File: src/logic/shp_pkg.sv
// shp_pkg: constants, state codes and the burst address list for the sensor host serial port.
// assumes a single 20 MHz core clock; all host pins arrive asynchronously.
package shp_pkg;

  localparam int CLK_HZ          = 20_000_000;
  localparam int REG_AW          = 7;
  localparam int REG_DW          = 8;
  localparam int BURST_BYTES     = 7;
  localparam int BUF_W           = BURST_BYTES * REG_DW;

  // register addresses, the burst enable value and the register reset value
  localparam logic [6:0] MOTION_ADDR     = 7'h02;
  localparam logic [6:0] DELTA_X_ADDR    = 7'h03;
  localparam logic [6:0] DELTA_Y_ADDR    = 7'h04;
  localparam logic [6:0] SURF_QUAL_ADDR  = 7'h05;
  localparam logic [6:0] SHUTTER_UP_ADDR = 7'h06;
  localparam logic [6:0] SHUTTER_LO_ADDR = 7'h07;
  localparam logic [6:0] MAX_PIXEL_ADDR  = 7'h08;
  localparam logic [6:0] IO_MODE_ADDR    = 7'h1C;
  localparam logic [7:0] BURST_ENABLE    = 8'h10;
  localparam logic [7:0] MEM_RST_VAL     = 8'h00;

  // two-wire slave address; the two select pins fill the low bits
  localparam logic [6:0] TW_ADDR_BASE    = 7'h54;

  // rising-edge counts that close each serial phase, and the index of the last burst fetch
  localparam logic [6:0] SPI_ADDR_LAST   = 7'h07;
  localparam logic [6:0] SPI_BYTE2_LAST  = 7'h0F;
  localparam logic [6:0] SPI_BURST_LAST  = 7'h3F;
  localparam logic [2:0] TW_BIT_LAST     = 3'h7;
  localparam logic [2:0] LD_BURST_LAST   = 3'h6;

  // synchroniser input order and reset levels (idle high lines reset high)
  localparam int SY_CS = 0, SY_SCLK = 1, SY_MOSI = 2, SY_SCL = 3;
  localparam int SY_SDA = 4, SY_PSEL = 5, SY_SEL0 = 6, SY_SEL1 = 7;
  localparam int SY_N = 8;
  localparam logic [7:0] SYNC_RST_VAL    = 8'h3B;

  typedef enum logic [4:0] {
    SP_IDLE  = 5'b00001,
    SP_ADDR  = 5'b00010,
    SP_WDATA = 5'b00100,
    SP_RDATA = 5'b01000,
    SP_DONE  = 5'b10000
  } shp_spi_state_t;

  typedef enum logic [8:0] {
    TW_IDLE    = 9'b000000001,
    TW_DEV     = 9'b000000010,
    TW_DEV_ACK = 9'b000000100,
    TW_REG     = 9'b000001000,
    TW_REG_ACK = 9'b000010000,
    TW_WDATA   = 9'b000100000,
    TW_W_ACK   = 9'b001000000,
    TW_RDATA   = 9'b010000000,
    TW_R_ACK   = 9'b100000000
  } shp_tw_state_t;

  // motion burst order
  function automatic logic [6:0] burst_addr(input logic [2:0] idx);
    case (idx)
      3'h0:    burst_addr = MOTION_ADDR;
      3'h1:    burst_addr = DELTA_Y_ADDR;
      3'h2:    burst_addr = DELTA_X_ADDR;
      3'h3:    burst_addr = SURF_QUAL_ADDR;
      3'h4:    burst_addr = SHUTTER_UP_ADDR;
      3'h5:    burst_addr = SHUTTER_LO_ADDR;
      default: burst_addr = MAX_PIXEL_ADDR;
    endcase
  endfunction

endpackage

File: src/logic/shp_regmem.sv
// shp_regmem: register image, one write port and one read port with registered read data.
// assumes writer and reader share CLK; reset clears every entry.
`timescale 1ns/1ps
module shp_regmem #(
  parameter int AW = 7,
  parameter int DW = 8
) (
  input  wire logic          clk,    // core clock
  input  wire logic          rst_n,  // synchronous reset, active low
  input  wire logic          we,     // write strobe
  input  wire logic [AW-1:0] waddr,  // write address
  input  wire logic [DW-1:0] wdata,  // write data
  input  wire logic          re,     // read strobe
  input  wire logic [AW-1:0] raddr,  // read address
  output logic      [DW-1:0] rdata   // read data, one cycle after re
);

  logic [DW-1:0] mem_r [2**AW];

  always_ff @(posedge clk) begin
    if (!rst_n) begin
      for (int i = 0; i < 2**AW; i++) begin
        mem_r[i] <= shp_pkg::MEM_RST_VAL;
      end
    end else if (we) begin
      mem_r[waddr] <= wdata;
    end
  end

  always_ff @(posedge clk) begin
    if (!rst_n) begin
      rdata <= shp_pkg::MEM_RST_VAL;
    end else if (re) begin
      rdata <= mem_r[raddr];
    end
  end

endmodule // shp_regmem

File: src/logic/shp_host_port.sv
// shp_host_port: host register port, four-wire serial slave or two-wire bus slave.
// assumes every host pin is asynchronous to CLK and toggles no faster than one edge per 4 CLK.
// Operation
// sensor is only a slave; it never starts a transfer
// chip select high: ignore clock and data, serial output released
// chip select rising mid-transaction aborts it and resets the port
// host keeps normal delays after an abort and frames transactions with select
// write: address byte with top bit one, then data byte
// read: address byte with top bit zero, sensor returns data byte
// sample input on rising clock, change output on falling clock
// last read bit held until the next falling clock
// host pauses clock after read address so data can be fetched
// host keeps minimum gaps between consecutive commands
// writing 0x10 to register 0x1c enables burst mode
// burst read of 0x02 returns seven registers in fixed order
// host may end burst early by raising chip select
// burst data latched after address, shifted out without gaps
// after burst the port is locked until chip select resets it
// two-wire slave address chosen by two select pins
// host makes start and stop conditions
// sensor drives data line only for acknowledge or read data
// each two-wire byte followed by one acknowledge bit, zero is acknowledge
// two-wire packets are eight bits, most significant first
// device packet holds seven address bits and a read/write bit
// register packet holds increment flag and address; flag steps per byte
// host acknowledges to continue a read, not-acknowledges to finish
// port select low picks two-wire, high picks four-wire
// start recognised anywhere and abandons a partial packet
`timescale 1ns/1ps
module shp_host_port (
  input  wire logic       CLK,              // core clock, 20 MHz
  input  wire logic       RST_N,            // synchronous reset, active low
  input  wire logic       PORT_SEL,         // high four-wire, low two-wire
  input  wire logic       SERIAL_SELECT_N,  // four-wire chip select, active low
  input  wire logic       SCLK,             // four-wire clock from host
  input  wire logic       MOSI,             // four-wire data in
  output logic            MISO_O,           // four-wire data out
  output logic            MISO_OE,          // four-wire output enable
  input  wire logic       SCL,              // two-wire clock
  input  wire logic       SDA_I,            // two-wire data level
  output logic            SDA_O,            // two-wire data drive level, always low
  output logic            SDA_OE,           // two-wire pull-low enable
  input  wire logic       SLAVE_ADDR_SEL0,  // two-wire address select bit 0
  input  wire logic       SLAVE_ADDR_SEL1,  // two-wire address select bit 1
  output logic            BURST_MODE,       // motion burst enabled
  output logic            REG_WR_PULSE,     // register written, one cycle
  output logic      [6:0] REG_WR_ADDR,      // written register address
  output logic      [7:0] REG_WR_DATA       // written register data
);

  ////////////////////////////////////////////////////////////////////////////////////////////////
  // input synchronisers and edge detection

  logic [shp_pkg::SY_N-1:0] raw, meta_r, sync_r, prev_r;

  assign raw = {SLAVE_ADDR_SEL1, SLAVE_ADDR_SEL0, PORT_SEL, SDA_I, SCL, MOSI, SCLK, SERIAL_SELECT_N};

  genvar gi;
  generate
    for (gi = 0; gi < shp_pkg::SY_N; gi++) begin : g_sync
      always_ff @(posedge CLK) begin
        if (!RST_N) begin
          meta_r[gi] <= shp_pkg::SYNC_RST_VAL[gi];
          sync_r[gi] <= shp_pkg::SYNC_RST_VAL[gi];
          prev_r[gi] <= shp_pkg::SYNC_RST_VAL[gi];
        end else begin
          meta_r[gi] <= raw[gi];
          sync_r[gi] <= meta_r[gi];
          prev_r[gi] <= sync_r[gi];
        end
      end
    end
  endgenerate

  logic cs_n_s, port_spi, spi_en, tw_en;
  logic sclk_rise, sclk_fall, scl_rise, scl_fall, tw_start, tw_stop;

  assign cs_n_s    = sync_r[shp_pkg::SY_CS];
  assign port_spi  = sync_r[shp_pkg::SY_PSEL];
  assign spi_en    = port_spi & ~cs_n_s;
  assign tw_en     = ~port_spi;
  assign sclk_rise = spi_en & sync_r[shp_pkg::SY_SCLK] & ~prev_r[shp_pkg::SY_SCLK];
  assign sclk_fall = spi_en & ~sync_r[shp_pkg::SY_SCLK] & prev_r[shp_pkg::SY_SCLK];
  assign scl_rise  = tw_en & sync_r[shp_pkg::SY_SCL] & ~prev_r[shp_pkg::SY_SCL];
  assign scl_fall  = tw_en & ~sync_r[shp_pkg::SY_SCL] & prev_r[shp_pkg::SY_SCL];
  assign tw_start  = tw_en & sync_r[shp_pkg::SY_SCL] & prev_r[shp_pkg::SY_SCL]
                   & ~sync_r[shp_pkg::SY_SDA] & prev_r[shp_pkg::SY_SDA];
  assign tw_stop   = tw_en & sync_r[shp_pkg::SY_SCL] & prev_r[shp_pkg::SY_SCL]
                   & sync_r[shp_pkg::SY_SDA] & ~prev_r[shp_pkg::SY_SDA];

  ////////////////////////////////////////////////////////////////////////////////////////////////
  // four-wire slave

  shp_pkg::shp_spi_state_t spi_state_r;
  logic [6:0] spi_cnt_r, spi_addr_r;
  logic [7:0] spi_sh_r;
  logic       spi_burst_r, spi_wr_r, spi_ld_go_r, spi_shift;
  logic [shp_pkg::BUF_W-1:0] buf_r;

  always_ff @(posedge CLK) begin
    if (!RST_N || !spi_en) begin
      spi_state_r <= shp_pkg::SP_IDLE;
      spi_cnt_r   <= '0;
      spi_sh_r    <= '0;
      spi_addr_r  <= '0;
      spi_burst_r <= 1'b0;
      spi_wr_r    <= 1'b0;
      spi_ld_go_r <= 1'b0;
    end else begin
      spi_wr_r    <= 1'b0;
      spi_ld_go_r <= 1'b0;
      unique case (spi_state_r)
        shp_pkg::SP_IDLE: spi_state_r <= shp_pkg::SP_ADDR;
        shp_pkg::SP_ADDR: if (sclk_rise) begin
          spi_sh_r  <= {spi_sh_r[6:0], sync_r[shp_pkg::SY_MOSI]};
          spi_cnt_r <= spi_cnt_r + 7'h01;
          if (spi_cnt_r == shp_pkg::SPI_ADDR_LAST) begin
            spi_addr_r <= {spi_sh_r[5:0], sync_r[shp_pkg::SY_MOSI]};
            if (spi_sh_r[6]) begin
              spi_state_r <= shp_pkg::SP_WDATA;
            end else begin
              spi_state_r <= shp_pkg::SP_RDATA;
              spi_ld_go_r <= 1'b1;
              spi_burst_r <= BURST_MODE
                & ({spi_sh_r[5:0], sync_r[shp_pkg::SY_MOSI]} == shp_pkg::MOTION_ADDR);
            end
          end
        end
        shp_pkg::SP_WDATA: if (sclk_rise) begin
          spi_sh_r  <= {spi_sh_r[6:0], sync_r[shp_pkg::SY_MOSI]};
          spi_cnt_r <= spi_cnt_r + 7'h01;
          if (spi_cnt_r == shp_pkg::SPI_BYTE2_LAST) begin
            spi_wr_r    <= 1'b1;
            spi_cnt_r   <= '0;
            spi_state_r <= shp_pkg::SP_ADDR;
          end
        end
        shp_pkg::SP_RDATA: if (sclk_rise) begin
          spi_cnt_r <= spi_cnt_r + 7'h01;
          if (spi_burst_r && spi_cnt_r == shp_pkg::SPI_BURST_LAST) begin
            spi_state_r <= shp_pkg::SP_DONE;
          end else if (!spi_burst_r && spi_cnt_r == shp_pkg::SPI_BYTE2_LAST) begin
            spi_cnt_r   <= '0;
            spi_state_r <= shp_pkg::SP_ADDR;
          end
        end
        shp_pkg::SP_DONE: spi_state_r <= shp_pkg::SP_DONE;
      endcase
    end
  end

  assign spi_shift = sclk_fall & (spi_state_r == shp_pkg::SP_RDATA);

  always_ff @(posedge CLK) begin
    if (!RST_N) begin
      MISO_O  <= 1'b0;
      MISO_OE <= 1'b0;
    end else begin
      MISO_OE <= spi_en;
      if (spi_shift) begin
        MISO_O <= buf_r[shp_pkg::BUF_W-1];
      end
    end
  end

  ////////////////////////////////////////////////////////////////////////////////////////////////
  // two-wire slave

  shp_pkg::shp_tw_state_t tw_state_r;
  logic [2:0] tw_cnt_r;
  logic [7:0] tw_sh_r, tw_byte;
  logic [6:0] tw_reg_r, tw_slave;
  logic       tw_full_r, tw_rd_r, tw_ai_r, tw_nak_r, tw_wr_r, tw_ld_go_r, tw_shift, tw_rx;

  assign tw_slave = shp_pkg::TW_ADDR_BASE
                  | {5'h00, sync_r[shp_pkg::SY_SEL1], sync_r[shp_pkg::SY_SEL0]};
  assign tw_byte  = {tw_sh_r[6:0], sync_r[shp_pkg::SY_SDA]};
  assign tw_rx    = (tw_state_r == shp_pkg::TW_DEV) | (tw_state_r == shp_pkg::TW_REG)
                  | (tw_state_r == shp_pkg::TW_WDATA);
  assign SDA_O    = 1'b0;

  always_ff @(posedge CLK) begin
    if (!RST_N || !tw_en) begin
      tw_state_r <= shp_pkg::TW_IDLE;
      tw_cnt_r   <= '0;
      tw_sh_r    <= '0;
      tw_reg_r   <= '0;
      tw_full_r  <= 1'b0;
      tw_rd_r    <= 1'b0;
      tw_ai_r    <= 1'b0;
      tw_nak_r   <= 1'b0;
      tw_wr_r    <= 1'b0;
      tw_ld_go_r <= 1'b0;
      SDA_OE     <= 1'b0;
    end else begin
      tw_wr_r    <= 1'b0;
      tw_ld_go_r <= 1'b0;
      if (tw_start) begin
        tw_state_r <= shp_pkg::TW_DEV;
        tw_cnt_r   <= '0;
        tw_full_r  <= 1'b0;
        SDA_OE     <= 1'b0;
      end else if (tw_stop) begin
        tw_state_r <= shp_pkg::TW_IDLE;
        SDA_OE     <= 1'b0;
      end else if (tw_rx && scl_rise) begin
        tw_sh_r  <= tw_byte;
        tw_cnt_r <= tw_cnt_r + 3'h1;
        if (tw_cnt_r == shp_pkg::TW_BIT_LAST) begin
          tw_full_r <= 1'b1;
          if (tw_state_r == shp_pkg::TW_DEV) begin
            tw_rd_r <= tw_byte[0];
            if (tw_byte[7:1] != tw_slave) begin
              tw_state_r <= shp_pkg::TW_IDLE;
            end else if (tw_byte[0]) begin
              tw_ld_go_r <= 1'b1;
            end
          end else if (tw_state_r == shp_pkg::TW_REG) begin
            tw_ai_r  <= tw_byte[7];
            tw_reg_r <= tw_byte[6:0];
          end else begin
            tw_wr_r <= 1'b1;
          end
        end
      end else if (tw_rx && scl_fall && tw_full_r) begin
        tw_full_r  <= 1'b0;
        tw_cnt_r   <= '0;
        SDA_OE     <= 1'b1;
        tw_state_r <= (tw_state_r == shp_pkg::TW_DEV) ? shp_pkg::TW_DEV_ACK
                    : (tw_state_r == shp_pkg::TW_REG) ? shp_pkg::TW_REG_ACK : shp_pkg::TW_W_ACK;
      end else begin
        unique case (tw_state_r)
          shp_pkg::TW_DEV_ACK, shp_pkg::TW_REG_ACK, shp_pkg::TW_W_ACK: if (scl_fall) begin
            SDA_OE <= 1'b0;
            if (tw_state_r == shp_pkg::TW_DEV_ACK && tw_rd_r) begin
              tw_state_r <= shp_pkg::TW_RDATA;
              SDA_OE     <= ~buf_r[shp_pkg::BUF_W-1];
            end else if (tw_state_r == shp_pkg::TW_DEV_ACK) begin
              tw_state_r <= shp_pkg::TW_REG;
            end else begin
              tw_state_r <= shp_pkg::TW_WDATA;
              if (tw_state_r == shp_pkg::TW_W_ACK) begin
                tw_reg_r <= tw_reg_r + {6'h00, tw_ai_r};
              end
            end
          end
          shp_pkg::TW_RDATA: if (scl_rise) begin
            tw_cnt_r <= tw_cnt_r + 3'h1;
            tw_full_r <= (tw_cnt_r == shp_pkg::TW_BIT_LAST);
          end else if (scl_fall && tw_full_r) begin
            tw_full_r  <= 1'b0;
            tw_cnt_r   <= '0;
            SDA_OE     <= 1'b0;
            tw_state_r <= shp_pkg::TW_R_ACK;
          end else if (scl_fall) begin
            SDA_OE <= ~buf_r[shp_pkg::BUF_W-2];
          end
          shp_pkg::TW_R_ACK: if (scl_rise) begin
            tw_nak_r <= sync_r[shp_pkg::SY_SDA];
            if (!sync_r[shp_pkg::SY_SDA]) begin
              tw_reg_r   <= tw_reg_r + {6'h00, tw_ai_r};
              tw_ld_go_r <= 1'b1;
            end
          end else if (scl_fall) begin
            tw_state_r <= tw_nak_r ? shp_pkg::TW_IDLE : shp_pkg::TW_RDATA;
            SDA_OE     <= ~tw_nak_r & ~buf_r[shp_pkg::BUF_W-1];
          end
          default: tw_state_r <= tw_state_r;
        endcase
      end
    end
  end

  assign tw_shift = scl_fall & ~tw_start & ~tw_stop & ~tw_full_r & (tw_state_r == shp_pkg::TW_RDATA);

  ////////////////////////////////////////////////////////////////////////////////////////////////
  // register fetch into the output buffer, write stage, burst mode

  logic                    ld_busy_r, ld_burst_r, ld_wr_v_r;
  logic [2:0]              ld_idx_r, ld_wr_idx_r, ld_last;
  logic [6:0]              ld_raddr;
  logic [7:0]              mem_rdata;

  assign ld_last  = ld_burst_r ? shp_pkg::LD_BURST_LAST : 3'h0;
  assign ld_raddr = ld_burst_r ? shp_pkg::burst_addr(ld_idx_r) : (port_spi ? spi_addr_r : tw_reg_r);

  always_ff @(posedge CLK) begin
    if (!RST_N) begin
      ld_busy_r   <= 1'b0;
      ld_burst_r  <= 1'b0;
      ld_idx_r    <= '0;
      ld_wr_v_r   <= 1'b0;
      ld_wr_idx_r <= '0;
    end else begin
      ld_wr_v_r   <= ld_busy_r;
      ld_wr_idx_r <= ld_idx_r;
      if (spi_ld_go_r || tw_ld_go_r) begin
        ld_busy_r  <= 1'b1;
        ld_idx_r   <= '0;
        ld_burst_r <= spi_ld_go_r & spi_burst_r;
      end else if (ld_busy_r) begin
        ld_idx_r  <= ld_idx_r + 3'h1;
        ld_busy_r <= (ld_idx_r != ld_last);
      end
    end
  end

  always_ff @(posedge CLK) begin
    if (!RST_N) begin
      buf_r <= '0;
    end else if (ld_wr_v_r) begin
      buf_r[shp_pkg::BUF_W-1-8*int'(ld_wr_idx_r) -: 8] <= mem_rdata;
    end else if (spi_shift || tw_shift) begin
      buf_r <= {buf_r[shp_pkg::BUF_W-2:0], 1'b0};
    end
  end

  always_ff @(posedge CLK) begin
    if (!RST_N) begin
      REG_WR_PULSE <= 1'b0;
      REG_WR_ADDR  <= '0;
      REG_WR_DATA  <= '0;
      BURST_MODE   <= 1'b0;
    end else begin
      REG_WR_PULSE <= spi_wr_r | tw_wr_r;
      REG_WR_ADDR  <= spi_wr_r ? spi_addr_r : tw_reg_r;
      REG_WR_DATA  <= spi_wr_r ? spi_sh_r : tw_sh_r;
      if (REG_WR_PULSE && REG_WR_ADDR == shp_pkg::IO_MODE_ADDR) begin
        BURST_MODE <= (REG_WR_DATA == shp_pkg::BURST_ENABLE);
      end
    end
  end

  shp_regmem #(.AW(shp_pkg::REG_AW), .DW(shp_pkg::REG_DW)) u_mem (
    .clk   (CLK),
    .rst_n (RST_N),
    .we    (REG_WR_PULSE),
    .waddr (REG_WR_ADDR),
    .wdata (REG_WR_DATA),
    .re    (ld_busy_r),
    .raddr (ld_raddr),
    .rdata (mem_rdata)
  );
endmodule // shp_host_port

File: config.mk
export PLATFORM = sky130hd
export DESIGN_NAME = shp_host_port
export DESIGN_NICKNAME = d
export VERILOG_FILES = /design/src/logic/shp_pkg.sv /design/src/logic/shp_regmem.sv /design/src/logic/shp_host_port.sv
export SDC_FILE = /design/constraint.sdc
export NUM_CORES = 2
export LEC_CHECK = 0
export BUFFER_PORTS_ARGS = -buffer_cell sky130_fd_sc_hd__buf_2
export CAP_MARGIN = 10
export CORE_ASPECT_RATIO = 1.2
export CORE_MARGIN = 2
export CORE_UTILIZATION = 25
export CTS_BUF_LIST = sky130_fd_sc_hd__clkbuf_2
export CTS_CLUSTER_SIZE = 12
export DETAILED_ROUTE_END_ITERATION = 10
export SLEW_MARGIN = 0
export SYNTH_ARGS = -nofsm -noshare
export SYNTH_HDL_FRONTEND = slang
export SYNTH_SLANG_ARGS = --single-unit
File: constraint.sdc
create_clock -name CLK -period 7.7 [get_ports CLK]
set_input_delay 1.54 -clock CLK [delete_from_list [all_inputs] [get_ports CLK]]
set_output_delay 1.54 -clock CLK [all_outputs]
set_load 0.005 [all_outputs]
==> impl_results.md <==
- Status: finished clean
- Arr. time, crit path: 6770 ps
- Worst path required time: ~9200 ps
- Worst-path clk slew: 100 ps
- Top cell type's share of synthesized area: about 55%
- Cts bufs inserted: 318
- Nets: 5447
- Core ar.: 223000 µm²
- Crit path max fanout: 52
- DR vias: between 40000 and 50000
- First-pass GRT wire length: between 200000 and 300000 µm
- Adder-cell share of the synthesized area: 0.246%
- Xor/xnor cell area share of the yosys netlist: less than 1%
- Pre-CTS WS: 2720 ps
- Slew at the pin with the worst max-slew slack: 1320 ps
- WHS: ~420 ps
- Post-synthesis cell count: 5379
- Mapped Area: between 50000 and 60000 µm²
- Cells on worst reg2reg path: 11
- Routed Antenna Nets: 0
- Kind of critical path: register to register
- Initial DRC Count: 4167
- Pwr per Cell Area: 192 nW/µm²
- Layout Cells excl Fill: 8609
- Slew Limit Fails: 0
- Reg2Reg Capture Point: u_mem.rdata[4]
- Tcrit/Tclk final: 68.0%
- Post-synthesis async set-or-reset flop share: 0%
- Remaining DRCs: 0
- Hold Path Class: register to register
- RR Startpoint: ld_idx_r[2]
- Die area: 228000 µm²
- Compound-gate portion of the synthesized area: 5.96%
- Most common cell in the netlist: and2_1
- Sw power: 2.94 mW
- Mapped Nets: 5400
- Wire per inst: 19.7 µm
- DRT Pass-1 Iters: 6
- Vias in the first global route: between 40000 and 50000
- Placed inst area: 59100 µm²
- Area leader, netlist: edfxtp_1
- Rows: 190
- Clk buf depth: 4
- Initial core utilization: 25.1%
- Hold path cells: 2
- DRT Wirelength: 170000 µm
- Final hold vios: 0
- RSZ-0062 raised after global routing: false
- Main combinational cell family by area after synthesis: simple AND/OR/NAND/NOR gates
- #FFs+latches synth: between 1000 and 1500
- Final instance area: 61900 µm²
- I/O Pins: 31
- Clock group share of total power: a little over a third
- Area Growth Syn to Fin: 10.5%
- Clk Tree Root Cell: clkbuf_2
- Final core utilization: 27.7%
- Ys flop type: edfxtp_1
- TritonCTS clock tree: done
- Final Setup Violations: 0
- Reg2reg setup slack: 2470 ps
- GPL Wtd Cong: 0.932
- Clk_skew: 174 ps
- Synth warn: 0
- Initial antenna violation count: 4
- Hold wc startpoint: spi_sh_r[7]
- Count of different cell masters after synthesis: 72
- Setup Total Neg Slack: 0 ps
- Rel. slew slack: 11.1%
- Sink Count: around 1200
- I/O Buffers: 29
- Postcts setup bufs: 0
- Die Span X: 436 µm
- H-tree depth: 5
- DIE HEIGHT: 523 µm
- Seq pwr share: 62.0%
- Gate power share: approximately 2.4%
- Crit. Startpoint: ld_idx_r[2]
- Pin count of the biggest net entering global routing: 205
- Worst Setup Slack, final: approximately 2500 ps
- Commonest cells in the netlist: and2_1 (1040), nand2_1 (1030), edfxtp_1 (1024), nand3_1 (420), clkbuf_1 (328)
- Placed Instances: 8052
- Mux contribution to synthesized area: ~1.9%
- Critical Path End Type: register
- Share of the yosys chip area belonging to registers: 61.1%
- Power Internal: ~9 mW
- Clock Latency Late Sink: about 1700 ps
- Area contributors post-synth: edfxtp_1 (55%), and2_1 (12%), nand2_1 (6.9%)
- Post-DP HPWL: around 110000 µm
- Critical Path Sink: u_mem.rdata[4]
- Leak pwr: 22.6 nW
- Total power: 11.9 mW
- Peak VDD IR: 0.131 mV
- Total GRT Usage: 14.4%
- Max-Cap Viols: 0
- Peak Freq: 191 MHz
- Critical Path Start Type: register
- Average instance area after synthesis: 10.4 µm²
- Post-Synth Simple-Gate Area: 27.4%
- Vias per cell: 4.79
- Ratio of cells with drive above 1 in the final layout: 11.2%
- Switch share: about a quarter
- Tmin final: roughly 5200 ps
- Total gr overflow: 0
- Number of enable flip-flop cells after synthesis: about 1000
-- cells in the final DEF, fill, tap and decap left out, drive strengths merged, types with 8 or more instances in the layout --
master / count
and3: 59
a32oi: 43
a32o: 10
o211a: 8
dlygate4sd3: 10
a21oi: 182
nor3b: 11
or2: 11
nand2: 1030
nand2b: 25
nor3: 29
inv: 72
nand3: 421
o21ai: 154
a311oi: 9
dfxtp: 175
o31ai: 11
a31oi: 31
nor2b: 31
nor2: 253
nand4: 42
o211ai: 8
o22ai: 56
mux2i: 102
edfxtp: 1024
and2: 1042
clkinv: 65
nand3b: 11
nor4: 38
buf: 110
ha: 11
clkbuf: 453
-- power by group through the flow --
stage / combinational [mW] / clock, mW / sequential [mW]
final: 0.283 / 4.24 / 7.39
after global routing: 0.311 / 4.65 / 7.41
after CTS: 0.278 / 4.35 / 7.39
after detailed placement: 0.273 / 0 / 7.53
after global placement: 0.268 / 0 / 7.53
after floorplan: 0.186 / 0 / 7.49
-- per-layer routing --
layer | GRT usage (%) | share of wire (%) | up-vias
met5 | 0 | 0.0071 | -
met1 | 17.3 | 39 | 20200
met3 | 2.78 | 7.3 | 393
li1 | - | - | 18900
met4 | 7.06 | 4.5 | 2
met2 | 24.8 | 49 | 1751
-- layout make-up --
cell class | count | area, µm²
Fill cell | 23300 | 161000
Timing Repair Buffer | 125 | 895
Inverter | 66 | 248
Clock inverter | 73 | 338
Antenna cell | 6 | 15.0
Tap cell | 2976 | 3720
Clock buffer | 448 | 2240
Sequential cell | 1199 | 34300
Multi-Input combinational cell | 3716 | 20200
-- worst min-delay path by stage --
stage	endpoint	slack, ps
after floorplan	cs_n_s	390
after global placement	cs_n_s	400
after detailed placement	cs_n_s	400
after CTS	meta_r[0]	360
after global routing	cs_n_s	450
final	REG_WR_DATA[7]	420
-- logic make-up (layout without fill, tap and decap cells) --
| family | Yosys count | in the layout |
|---|---|---|
| other cells | 1 | 7 |
| simple gates | 3035 | 3035 |
| flops | 1199 | 1199 |
| xor+xnor | 12 | 12 |
| compound gates | 551 | 551 |
| mux | 106 | 106 |
| buf+inv | 464 | 712 |
| fa+ha+maj | 11 | 11 |
-- timing repair --
action                     CTS  global route
resized for setup            0             0
hold buffers                10             0
setup endpoints to repair    0             0
hold endpoints to repair    10             0
-- state kept, by name, indices dropped and copies added, names as in the netlist, 7 cells and up --
name / count
spi_cnt_r: 7
REG_WR_ADDR: 7
u_mem.mem_r: 1024
tw_sh_r: 8
meta_r: 8
u_mem.rdata: 8
REG_WR_DATA: 8
tw_reg_r: 7
spi_addr_r: 7
spi_sh_r: 8
buf_r: 56
tw_state_r: 9
-- critical path: stages (launching register included) --
cell,delay [ps]
dfxtp_1,590
inv_1,160
ha_1,230
nor2b_1,460
a32o_4,710
buf_4,610
mux2i_1,160
a32oi_1,250
a31oi_1,190
nor4_1,960
nand4_1,500
o211ai_1,220
Note: power is estimated with default switching activity, not from simulation.
